<file path="config.mk">
export PLATFORM = sky130hd
export DESIGN_NAME = pcls_host
export DESIGN_NICKNAME = d
export VERILOG_FILES = /design/src/logic/pcls_pkg.sv /design/src/logic/pcls_host.sv
export VERILOG_INCLUDE_DIRS = /design/src /design/src/logic
export SDC_FILE = /design/constraint.sdc
export NUM_CORES = 1
export LEC_CHECK = 0
export BUFFER_PORTS_ARGS = -buffer_cell sky130_fd_sc_hd__buf_2
export CORE_ASPECT_RATIO = 1.25
export CORE_MARGIN = 5
export CORE_UTILIZATION = 50
export DETAILED_ROUTE_END_ITERATION = 10
export PLACE_DENSITY = 0.77
export SLEW_MARGIN = 20
export SYNTH_ARGS = -nofsm -noshare
export SYNTH_HDL_FRONTEND = slang
export SYNTH_SLANG_ARGS = --single-unit
</file>
<file path="constraint.sdc">
create_clock -name sys_clk -period 2.2 [get_ports sys_clk]
set_clock_uncertainty 0.15 [all_clocks]
set_input_delay 0 -clock sys_clk [delete_from_list [all_inputs] [get_ports sys_clk]]
set_output_delay 0 -clock sys_clk [all_outputs]
set_load 0.01 [all_outputs]
</file>
<file path="src/logic/pcls_regs.svh">
// timing counts and field constants for the configuration load host
// assumes a 100 MHz system clock
`ifndef PCLS_REGS_SVH
`define PCLS_REGS_SVH
`define PCLS_CLK_NS 10
`define PCLS_CFG_LOW_US 2
`define PCLS_CFG_LOW_CYC ((`PCLS_CFG_LOW_US * 1000 + `PCLS_CLK_NS - 1) / `PCLS_CLK_NS)
`define PCLS_ST2CK_US 2
`define PCLS_ST2CK_CYC ((`PCLS_ST2CK_US * 1000 + `PCLS_CLK_NS - 1) / `PCLS_CLK_NS)
`define PCLS_CF2CK_US 1506
`define PCLS_CF2CK_CYC ((`PCLS_CF2CK_US * 1000 + `PCLS_CLK_NS - 1) / `PCLS_CLK_NS)
`define PCLS_DONE_WAIT_US 1506
`define PCLS_DONE_WAIT_CYC ((`PCLS_DONE_WAIT_US * 1000) / `PCLS_CLK_NS)
`define PCLS_HALF_PERIOD 4
`define PCLS_END_FALLS 2
`define PCLS_R_PLAIN 1
`define PCLS_R_SECURE 4
`define PCLS_R_COMPRESS 8
`endif

</file>
<file path="src/logic/pcls_pkg.sv">
// types for the configuration load host
// assumes pcls_regs.svh supplies the numeric constants
package pcls_pkg;
  typedef enum logic [3:0] {
    PCLS_IDLE, PCLS_REQ_LOW, PCLS_WAIT_OK, PCLS_OK_GAP, PCLS_WAIT_WORD,
    PCLS_CLK_HI, PCLS_CLK_LO, PCLS_TAIL, PCLS_END_EDGES, PCLS_DONE, PCLS_FAIL
  } pcls_state_t;
endpackage : pcls_pkg

</file>
<file path="src/logic/pcls_host.sv">
// host sequencer that loads a configuration image into a parallel-load device
// assumes device pins are asynchronous; words come from a same-clock source
`timescale 1ns/10ps
`include "pcls_regs.svh"
module pcls_host (
  input  wire logic                sys_clk,
  input  wire logic                resetn,
  input  wire logic                start,
  input  wire logic                use_compress,
  input  wire logic                use_secure,
  input  wire logic                watch_status,
  input  wire logic [31:0]         word_data,
  input  wire logic                word_valid,
  input  wire logic                word_last,
  output logic                     word_ready,
  output logic                     busy,
  output logic                     done,
  output logic                     error,
  output logic                     config_request_n,
  input  wire logic                load_ok_n_in,
  input  wire logic                load_complete_in,
  output logic                     load_clock,
  output logic [31:0]              load_data
);
  import pcls_pkg::*;

  pcls_state_t state_r;
  logic [2:0]  ok_sync_r;
  logic [2:0]  cd_sync_r;
  logic        ok_r;
  logic        cd_r;
  logic [19:0] cnt_r;
  logic [3:0]  ratio_r;
  logic [3:0]  edge_r;
  logic        last_r;
  logic [1:0]  falls_r;
  logic [7:0]  req_low_cnt_r;
  logic [7:0]  ok_hi_cnt_r;

  // ratio from feature settings
  function automatic logic [3:0] pcls_ratio(input logic comp, input logic sec);
    if (comp) begin
      pcls_ratio = 4'(`PCLS_R_COMPRESS);
    end else if (sec) begin
      pcls_ratio = 4'(`PCLS_R_SECURE);
    end else begin
      pcls_ratio = 4'(`PCLS_R_PLAIN);
    end
  endfunction : pcls_ratio

  // three-stage sampling of device pins, change accepted when last two agree
  always_ff @(posedge sys_clk) begin
    if (!resetn) begin
      ok_sync_r <= 3'h0;
      cd_sync_r <= 3'h0;
      ok_r      <= 1'b0;
      cd_r      <= 1'b0;
    end else begin
      ok_sync_r <= {ok_sync_r[1:0], load_ok_n_in};
      cd_sync_r <= {cd_sync_r[1:0], load_complete_in};
      if (ok_sync_r[1] == ok_sync_r[2]) begin
        ok_r <= ok_sync_r[2];
      end
      if (cd_sync_r[1] == cd_sync_r[2]) begin
        cd_r <= cd_sync_r[2];
      end
    end
  end

  // main sequencer
  always_ff @(posedge sys_clk) begin
    if (!resetn) begin
      state_r          <= PCLS_IDLE;
      cnt_r            <= 20'h0;
      ratio_r          <= 4'h1;
      edge_r           <= 4'h0;
      last_r           <= 1'b0;
      falls_r          <= 2'h0;
      config_request_n <= 1'b1;
      load_clock       <= 1'b0;
      load_data        <= 32'h0;
      word_ready       <= 1'b0;
      busy             <= 1'b0;
      done             <= 1'b0;
      error            <= 1'b0;
    end else begin
      word_ready <= 1'b0;
      case (state_r)
        PCLS_IDLE: begin
          load_clock <= 1'b0;
          if (start) begin
            config_request_n <= 1'b0;
            ratio_r          <= pcls_ratio(use_compress, use_secure);
            cnt_r            <= 20'h0;
            busy             <= 1'b1;
            done             <= 1'b0;
            error            <= 1'b0;
            state_r          <= PCLS_REQ_LOW;
          end
        end
        PCLS_REQ_LOW: begin
          cnt_r <= cnt_r + 20'h1;
          if (cnt_r >= 20'(`PCLS_CFG_LOW_CYC - 1)) begin
            config_request_n <= 1'b1;
            cnt_r            <= 20'h0;
            state_r          <= PCLS_WAIT_OK;
          end
        end
        PCLS_WAIT_OK: begin
          cnt_r <= cnt_r + 20'h1;
          if (watch_status && ok_r && cnt_r > 20'h4) begin
            cnt_r   <= 20'h0;
            state_r <= PCLS_OK_GAP;
          end else if (!watch_status && cnt_r >= 20'(`PCLS_CF2CK_CYC - 1)) begin
            cnt_r   <= 20'h0;
            state_r <= PCLS_WAIT_WORD;
          end else if (watch_status && cnt_r >= 20'(`PCLS_DONE_WAIT_CYC * 2)) begin
            error   <= 1'b1;
            state_r <= PCLS_FAIL;
          end
        end
        PCLS_OK_GAP: begin
          cnt_r <= cnt_r + 20'h1;
          if (cnt_r >= 20'(`PCLS_ST2CK_CYC - 1)) begin
            state_r <= PCLS_WAIT_WORD;
          end
        end
        PCLS_WAIT_WORD: begin
          load_clock <= 1'b0;
          if (word_valid) begin
            load_data  <= word_data;
            last_r     <= word_last;
            word_ready <= 1'b1;
            edge_r     <= 4'h0;
            cnt_r      <= 20'h0;
            state_r    <= PCLS_CLK_LO;
          end
        end
        PCLS_CLK_LO: begin
          cnt_r <= cnt_r + 20'h1;
          if (cnt_r >= 20'(`PCLS_HALF_PERIOD - 1)) begin
            load_clock <= 1'b1;
            cnt_r      <= 20'h0;
            edge_r     <= edge_r + 4'h1;
            state_r    <= PCLS_CLK_HI;
          end
        end
        PCLS_CLK_HI: begin
          cnt_r <= cnt_r + 20'h1;
          if (cnt_r >= 20'(`PCLS_HALF_PERIOD - 1)) begin
            load_clock <= 1'b0;
            cnt_r      <= 20'h0;
            if (edge_r < ratio_r) begin
              state_r <= PCLS_CLK_LO;
            end else if (last_r) begin
              falls_r <= 2'h0;
              state_r <= PCLS_TAIL;
            end else begin
              state_r <= PCLS_WAIT_WORD;
            end
          end
        end
        PCLS_TAIL: begin
          cnt_r <= cnt_r + 20'h1;
          if (cd_r) begin
            cnt_r   <= 20'h0;
            state_r <= PCLS_END_EDGES;
          end else if (cnt_r >= 20'(`PCLS_DONE_WAIT_CYC)) begin
            error   <= 1'b1;
            state_r <= PCLS_FAIL;
          end
        end
        PCLS_END_EDGES: begin
          cnt_r <= cnt_r + 20'h1;
          if (cnt_r >= 20'(`PCLS_HALF_PERIOD - 1)) begin
            cnt_r      <= 20'h0;
            load_clock <= !load_clock;
            if (load_clock) begin
              falls_r <= falls_r + 2'h1;
              if (falls_r == 2'(`PCLS_END_FALLS - 1)) begin
                state_r <= PCLS_DONE;
              end
            end
          end
        end
        PCLS_DONE: begin
          load_clock <= 1'b0;
          busy       <= 1'b0;
          done       <= 1'b1;
          state_r    <= PCLS_IDLE;
        end
        PCLS_FAIL: begin
          load_clock <= 1'b0;
          busy       <= 1'b0;
          state_r    <= PCLS_IDLE;
        end
        default: begin
          state_r <= PCLS_IDLE;
        end
      endcase
    end
  end

  // cycles the request has been low, saturating, for the width check
  always_ff @(posedge sys_clk) begin
    if (!resetn || config_request_n) begin
      req_low_cnt_r <= 8'h0;
    end else if (req_low_cnt_r != 8'hff) begin
      req_low_cnt_r <= req_low_cnt_r + 8'h1;
    end
  end

  // cycles since status was seen high, saturating, for the start gap check
  always_ff @(posedge sys_clk) begin
    if (!resetn || !ok_r) begin
      ok_hi_cnt_r <= 8'h0;
    end else if (ok_hi_cnt_r != 8'hff) begin
      ok_hi_cnt_r <= ok_hi_cnt_r + 8'h1;
    end
  end

  // request pulse long enough
  a_req_low_width: assert property (@(posedge sys_clk) disable iff (!resetn)
    $fell(config_request_n) |-> !config_request_n [*8])
    else $error("request pulse too short");

  // data stable while clock high
  a_data_stable_hi: assert property (@(posedge sys_clk) disable iff (!resetn)
    load_clock && $past(load_clock) |-> $stable(load_data))
    else $error("data changed while clock high");

  // new data only while clock low
  a_data_on_low: assert property (@(posedge sys_clk) disable iff (!resetn)
    !$stable(load_data) |-> !load_clock)
    else $error("data changed with clock high");

  // clock parked low outside a load
  a_clk_parked: assert property (@(posedge sys_clk) disable iff (!resetn)
    state_r == PCLS_IDLE |=> !load_clock)
    else $error("load clock not parked");

  // rises never exceed ratio per word
  a_ratio_bound: assert property (@(posedge sys_clk) disable iff (!resetn)
    state_r == PCLS_CLK_HI |-> edge_r <= ratio_r && edge_r != 4'h0)
    else $error("word edge count out of range");

  // ratio encoding
  a_ratio_code: assert property (@(posedge sys_clk) disable iff (!resetn)
    ratio_r == 4'h1 || ratio_r == 4'h4 || ratio_r == 4'h8)
    else $error("illegal ratio");

  // finishing needs completion seen
  a_done_after_cd: assert property (@(posedge sys_clk) disable iff (!resetn)
    $rose(done) |-> $past(state_r) == PCLS_DONE)
    else $error("done without end edges");

  // clock low in gap before first word
  a_gap_clock_low: assert property (@(posedge sys_clk) disable iff (!resetn)
    state_r == PCLS_OK_GAP || state_r == PCLS_WAIT_OK |-> !load_clock)
    else $error("clock edge before start gap");

  // request pulse held for its full width
  a_req_low_count: assert property (@(posedge sys_clk) disable iff (!resetn)
    $rose(config_request_n) |-> req_low_cnt_r >= 8'(`PCLS_CFG_LOW_CYC))
    else $error("request pulse shorter than its minimum");

  // clock rises keep their distance from status going high
  a_status_gap: assert property (@(posedge sys_clk) disable iff (!resetn)
    watch_status && $rose(load_clock) |-> ok_hi_cnt_r >= 8'(`PCLS_ST2CK_CYC))
    else $error("clock rise too soon after status");

  // word taken at most once per pulse
  a_ready_pulse: assert property (@(posedge sys_clk) disable iff (!resetn)
    word_ready |=> !word_ready)
    else $error("word ready held longer than one cycle");

  // busy and done never overlap
  a_busy_done: assert property (@(posedge sys_clk) disable iff (!resetn)
    !(busy && done))
    else $error("busy and done together");

  // completion follows exactly the two end falls
  a_end_falls: assert property (@(posedge sys_clk) disable iff (!resetn)
    $rose(done) |-> falls_r == 2'(`PCLS_END_FALLS))
    else $error("done without two end falls");
endmodule : pcls_host

</file>
==> metrics.cfg, run 1 <==
[global_route]
grt_pass1_wl_um=22060
grt_usage=0.2651
grt_max_degree=35
antenna_found_initial=0
grt_pass1_vias=4623
grt_use_met2=0.4649
gr-usage-met3=0.06246
grt_overflow=0
grt_use_met1=0.2906
grt-busiest-layer=met2

[pwr]
combPwrFrac=0.488
netSwitchingFraction=0.3840
intPower_uw=3095
p_total_uw=5024
leakagePower_uw=0.002494
p_sw_uw=1929
pwr-share-clk=0.196
p_seq_frac=0.316
powerDensity_mw_per_mm2=846.6
vdd_drop_max_uv=510.1

[clock_network]
clock_latency_ns=0.35
tritoncts=built
clockBufferDepth=2
root_buffer=clkbuf_8
numCtsBuffers=9
clkSinkCount=80
path_clk_slew_ns=0.08
cts_max_level=3

[logic_synthesis]
synthCells=507
synth-edff-count=0
ys_ff_latch=80
yosysTopAreaCellShare=0.3935
synth_flop_cell=dfxtp_1
synth_cell_types=63
mappedNetlistArea_mm2=0.004070
ys_async_sr_fraction=0
yosysSeqAreaShare=0.3935
syn_nets=555
syn_area_per_cell_um2=8.028
synthTopCellsByArea=dfxtp_1, nand2_1, a21oi_1, nand3_1, nor3_1
synth_largest_area_cell=dfxtp_1
ys_warn_count=0

[setup_path]
crit_family=simple AND/OR/NAND/NOR gates
r2r_start=cnt_r[19]$_SDFFE_PN0P_
cp.depth=8
cp_data_arrival_time_ns=2.59
critPathMaxStageDelay_ns=0.41
cp-end-kind=flop
r2r-end=cnt_r[16]$_SDFFE_PN0P_
crit_path_start_kind=flop
worstSetupPathType=reg2reg
crit_path_top_delay_cell=or3b_4
crit_chain=nor4_4 > and4_4 > or3b_4 > a21boi_4 > a311o_2 > buf_6 > nor3_2 > nor4_2
required_ns=2.31
reg2regPathDepth=8
worst-r2r-setup-slack_ns=-0.28
crit_fanout=5
crit_buf_inv=1

[detailed_routing]
vias_per_cell=5.863
first_iter_violations=331
drt_first_pass_iters=5
final_antenna_net_count=0
routed_wl_um=13720
routed-via-count=4538
drc_errors=0
wl_per_cell_um=17.73

[outcome]
status=finished with violations
violations=negative setup slack

[place]
gp_congestion=0.9418
dpl_cell_area_mm2=0.004911
dp_hpwl_um=8080
place_ws_ns=-0.3239
portBuffers=79

[sta]
slew_violations=0
fin_ws_ns=-0.2823
worst_slew_pin_slew_ns=0.5285
slew_headroom=0.6464
rsz0062_at_grt=true
fin_crit_ns=2.482
hold_violations=0
final-setup-viol-count=24
period_share=1.128
fmax_ghz=0.4028

[floorplan]
num_rows=36
start_util=0.5163
dieArea_mm2=0.01006
ios=80
fp.dieH_um=110.9
core_mm2=0.007883
chipWidth_um=90.70

[finish]
fin_nets=722
mostFrequentLayoutCells=nand2_1, buf_2, buf_4, dfxtp_1, a21oi_1
num-fill-cells=528
n_antenna_cell=0
utilization=0.7529
design_area_mm2=0.005934
final_layout_size_suffix_gt1_frac=0.3564
area_delta_synth_final_pct=45.80
final_common_cell=nand2_1

[worst_hold_path]
hold_end=cd_sync_r[0]$_SDFF_PN0_
hp-start=load_complete_in
whs_path_depth=3
min_path_type=in2reg

[flow_run]
cap_violations=0

-- state kept, by name, indices dropped and copies added, names as in the netlist --
signal and flops:
load_data 32, cnt_r 20, edge_r 4, state_r 4, cd_sync_r 3, ok_sync_r 3
ratio_r 3, falls_r 2, busy 1, cd_r 1, config_request_n 1, done 1
error 1, last_r 1, load_clock 1, ok_r 1, word_ready 1
-- cell families (layout without fill, tap and decap cells) --
logic type,count (synthesis),count (layout),share of synthesized area
XOR/XNOR,6,6,0.01291
AND/OR/NAND/NOR,227,227,0.2834
multiplexers,6,6,0.01476
buffers and inverters,52,223,0.05933
flip-flops,80,80,0.3935
adder cells (fa/ha/maj),6,6,0.01844
AO/OA/AOI/OAI,130,131,0.2176
-- per-stage QoR --
| stage | hold WS (ns) | setup TNS [ns] | cells |
|---|---|---|---|
| 6_report | 0.2638 | -4.359 | 774 |
| 3_3_place_gp | 0.05671 | -2.875 | 700 |
| 4_1_cts | 0.2342 | -2.476 | 769 |
| 2_1_floorplan | -0.02271 | -0.2097 | 507 |
| 5_1_grt | 0.2695 | -6.174 | 774 |
| 3_5_place_dp | 0.06332 | -4.687 | 700 |
-- final cells by class --
class,instances,area (µm²),area share
clock buffers,11,141.4,0.02382
clock inverters,5,31.28,0.005271
inverters,11,41.29,0.006958
multi-input cells,376,2541,0.4282
flip-flops and latches,80,1628,0.2743
well taps,95,118.9,0.02003
repair buffers,196,1433,0.2414
-- synthesized netlist by cell type (all sizes together) (11+ instances only) --
master  instances
a21oi          55
and3           13
buf            17
clkbuf         24
dfxtp          80
inv            11
nand2          95
nand3          20
nor2           24
nor3           21
o21ai          17
-- tightest hold or removal path, stage by stage --
cell	delay (ns)
dlygate4sd3_1	0.53
buf_2	0.10
and2_1	0.10
-- power groups by stage --
stage                     clock (µW)  sequential [µW]  combinational [µW]
after floorplan                    0             1630                1220
after global placement             0             1610                1770
after detailed placement           0             1620                1810
after CTS                        995             1590                2200
after global routing            1080             1600                2620
final                            984             1590                2450
-- how the worst max path moves through the flow --
stage	slack (ns)	start	endpoint
2_1_floorplan	-0.06	cnt_r[11]$_SDFFE_PN0P_	cnt_r[7]$_SDFFE_PN0P_
3_3_place_gp	-0.24	cnt_r[12]$_SDFFE_PN0P_	state_r[3]$_SDFFE_PN0P_
3_5_place_dp	-0.32	cnt_r[12]$_SDFFE_PN0P_	state_r[3]$_SDFFE_PN0P_
4_1_cts	-0.19	cnt_r[19]$_SDFFE_PN0P_	cnt_r[16]$_SDFFE_PN0P_
5_1_grt	-0.38	cnt_r[11]$_SDFFE_PN0P_	cnt_r[16]$_SDFFE_PN0P_
6_report	-0.28	cnt_r[19]$_SDFFE_PN0P_	cnt_r[16]$_SDFFE_PN0P_
-- what timing repair did --
action	4_1_cts	5_1_grt
endpoints found under the setup margin	26	31
hold buffers	41	0
gates cloned	1	0
resized for setup	50	23
endpoints found under the hold margin	48	0
pin swaps	18	15
setup buffers	11	7
-- routing by layer --
| layer | share of wire | vias to the layer above |
|---|---|---|
| met3 | 0.061 | 52 |
| met1 | 0.37 | 2147 |
| met4 | 0.044 | 0 |
| li1 | - | 2150 |
| met5 | 0 | - |
| met2 | 0.53 | 189 |
(Power assumes the default switching activity.)
==> run 2: changes to the inputs <==
--- a/config.mk
+++ b/config.mk
@@ -10,6 +10,7 @@
 export CORE_ASPECT_RATIO = 1.25
 export CORE_MARGIN = 5
 export CORE_UTILIZATION = 50
+export CTS_CLUSTER_SIZE = 16
 export DETAILED_ROUTE_END_ITERATION = 10
 export PLACE_DENSITY = 0.77
 export SLEW_MARGIN = 20
==> constraint.sdc (replaced) <==
create_clock -name sys_clk -period 2.2 [get_ports sys_clk]
set_clock_uncertainty 0.15 [all_clocks]
set_input_delay 0.55 -clock sys_clk [delete_from_list [all_inputs] [get_ports sys_clk]]
set_output_delay 0.55 -clock sys_clk [all_outputs]
set_load 0.01 [all_outputs]
==> metrics.cfg, run 2 (synthesis gave the netlist of run 1 again) <==
[sta]
period_share=1.123  ; -0.005365
worst_slew_pin_slew_ns=0.4457  ; -0.08281 ns
holdWs_ns=0.2400  ; -0.02385 ns
slew_headroom=0.7018  ; +0.05541
fin_ws_ns=-0.2705  ; +0.01180 ns
fmax_ghz=0.4048  ; +0.48%
rsz0062_at_grt=true
final-setup-viol-count=26  ; +8.3%
hold_violations=0  ; unchanged
fin_crit_ns=2.471  ; -0.01180 ns
slew_violations=0  ; unchanged

[setup_path]
crit_fanout=5  ; unchanged
critPathMaxStageDelay_ns=0.42  ; about the same
crit_path_top_delay_cell=or3b_4
worstSetupPathType=reg2reg
cp-end-kind=flop
cp_data_arrival_time_ns=2.59  ; about the same
crit_path_start_kind=flop
crit_buf_inv=2  ; +1
crit_family=simple AND/OR/NAND/NOR gates
crit_chain=nor3_2 > and4_4 > or3b_4 > a21boi_4 > a311o_2 > buf_6 > buf_4 > nor3_1 > nor4_2
required_ns=2.32  ; about the same

[pwr]
intPower_uw=2957  ; -4.5%
p_seq_frac=0.330  ; +0.014
pwr-share-clk=0.201  ; +0.005
p_sw_uw=1842  ; -4.5%
vdd_drop_max_uv=606.3  ; +19%
combPwrFrac=0.469  ; -0.019
netSwitchingFraction=0.3838  ; about the same
leakagePower_uw=0.002338  ; -6.3%
powerDensity_mw_per_mm2=859.4  ; +1.5%

[outcome]
violations=negative setup slack
status=finished with violations

[global_route]
grt_overflow=0  ; unchanged
grt_max_degree=35  ; unchanged
grt_usage=0.2352  ; -0.02991
antenna_found_initial=0  ; unchanged
grt_pass1_wl_um=19860  ; -10%
grt_pass1_vias=4303  ; -6.9%

[place]
gp_congestion=0.8965  ; -4.8%
place_ws_ns=-0.2612  ; +0.06268 ns
portBuffers=79  ; unchanged
dp_hpwl_um=8147  ; +0.83%
dp_cells=706  ; +0.86%

[clock_network]
tritoncts=built
hold_buffers=0  ; -100%
clkSinkCount=80  ; unchanged
numCtsBuffers=9  ; unchanged
clock_latency_ns=0.37  ; +0.02 ns
cts_max_level=3  ; unchanged
clockBufferDepth=2  ; unchanged
root_buffer=clkbuf_8
path_clk_slew_ns=0.09  ; about the same

[finish]
mostFrequentLayoutCells=nand2_1, buf_2, buf_4, dfxtp_1, a21oi_1
final_layout_size_suffix_gt1_frac=0.3900  ; +0.03361
regMostFlops=load_data
largest_reg_flops=32  ; unchanged
reg_top3=load_data: 32 flops, cnt_r: 20 flops
fin_nets=684  ; -5.3%
num-fill-cells=587  ; +11%
area_delta_synth_final_pct=37.20
final_common_cell=nand2_1
n_antenna_cell=0  ; unchanged
final_cells=736  ; -4.9%

[detailed_routing]
routed_wl_um=12750  ; -7.1%
final_antenna_net_count=0  ; unchanged
routed-via-count=4375  ; -3.6%
wl_per_cell_um=17.33  ; -2.3%
drt_first_pass_iters=5  ; unchanged
vias_per_cell=5.944  ; +1.4%
drc_errors=0  ; unchanged
first_iter_violations=357  ; +7.9%

[floorplan]
dieArea_mm2=0.01006  ; unchanged
ios=80  ; unchanged
core_mm2=0.007883  ; unchanged
num_rows=36  ; unchanged
fp.dieH_um=110.9  ; unchanged
chipWidth_um=90.70  ; unchanged
start_util=0.5163  ; unchanged

[worst_hold_path]
min_path_type=in2reg

[flow_run]
cap_violations=0  ; unchanged

==> run 2: cell count changes in the layout (fill, tap and decap cells not counted), moves of 2 or more <==
cell | previous run | this run
o21ai_1 | 2 | 0
dfxtp_2 | 12 | 10
buf_6 | 5 | 10
dfxtp_1 | 65 | 60
o21ai_0 | 15 | 17
dfxtp_4 | 3 | 10
dlygate4sd3_1 | 41 | 0
==> run 2: timing repair <==
action / in CTS / in global routing
resized for setup: 67 / 24
setup endpoints to repair: 25 / 28
cloned: 1 / 0
buffers inserted: 9 / 4
pin swaps: 20 / 16
==> run 2: power by group through the flow <==
stage	clock [µW]	sequential (µW)	combinational [µW]
2_1_floorplan	0	1630	1220
3_3_place_gp	0	1610	1740
3_5_place_dp	0	1610	1790
4_1_cts	962	1590	2040
5_1_grt	1030	1590	2400
6_report	963	1580	2250
==> run 2: final cells by class <==
cell class / count / area [µm²] / area share
tap: 95 / 118.9 / 0.02129
clock buffer: 12 / 145.1 / 0.02599
sequential: 80 / 1652 / 0.2958
inverter: 11 / 41.29 / 0.007394
clock inverter: 4 / 20.02 / 0.003585
multi-input combinational: 376 / 2556 / 0.4578
timing repair buffer: 158 / 1051 / 0.1882
==> run 2: worst paths after layout <==
kind,startpoint,to,slack (ns),depth (start not counted)
min,load_ok_n_in,ok_sync_r[0]$_SDFF_PN0_,0.24,2
max reg2reg,cnt_r[8]$_SDFFE_PN0P_,cnt_r[16]$_SDFFE_PN0P_,-0.27,9
min reg2reg,cd_sync_r[0]$_SDFF_PN0_,cd_sync_r[1]$_SDFF_PN0_,0.29,1
max,cnt_r[8]$_SDFFE_PN0P_,cnt_r[16]$_SDFFE_PN0P_,-0.27,9
==> run 2: layer usage <==
layer  global-route usage  wire length, µm  vias up
met1               0.2680             4960     2063
met3              0.04481              671       53
met4               0.1112              636        0
li1                     -                -     2077
met5                    0                0        -
met2               0.4159             6483      182
==> run 2: worst reg2reg max path: stages (launching register included) <==
cell	delay [ns]
dfxtp_4	0.37
nor3_2	0.24
and4_4	0.30
or3b_4	0.42
a21boi_4	0.19
a311o_2	0.24
buf_6	0.15
buf_4	0.10
nor3_1	0.05
nor4_2	0.16
==> run 2: through the flow <==
step | setup TNS (ns) | power, µW | utilization | cell area, µm²
after floorplan | -0.2097 | 2850 | - | 4131
after global placement | -2.765 | 3351 | 0.6271 | 4943
after detailed placement | -4.543 | 3405 | 0.6271 | 4943
after CTS | -1.534 | 4589 | 0.6921 | 5455
after global routing | -6.234 | 5023 | 0.7084 | 5584
final | -4.282 | 4799 | 0.7084 | 5584
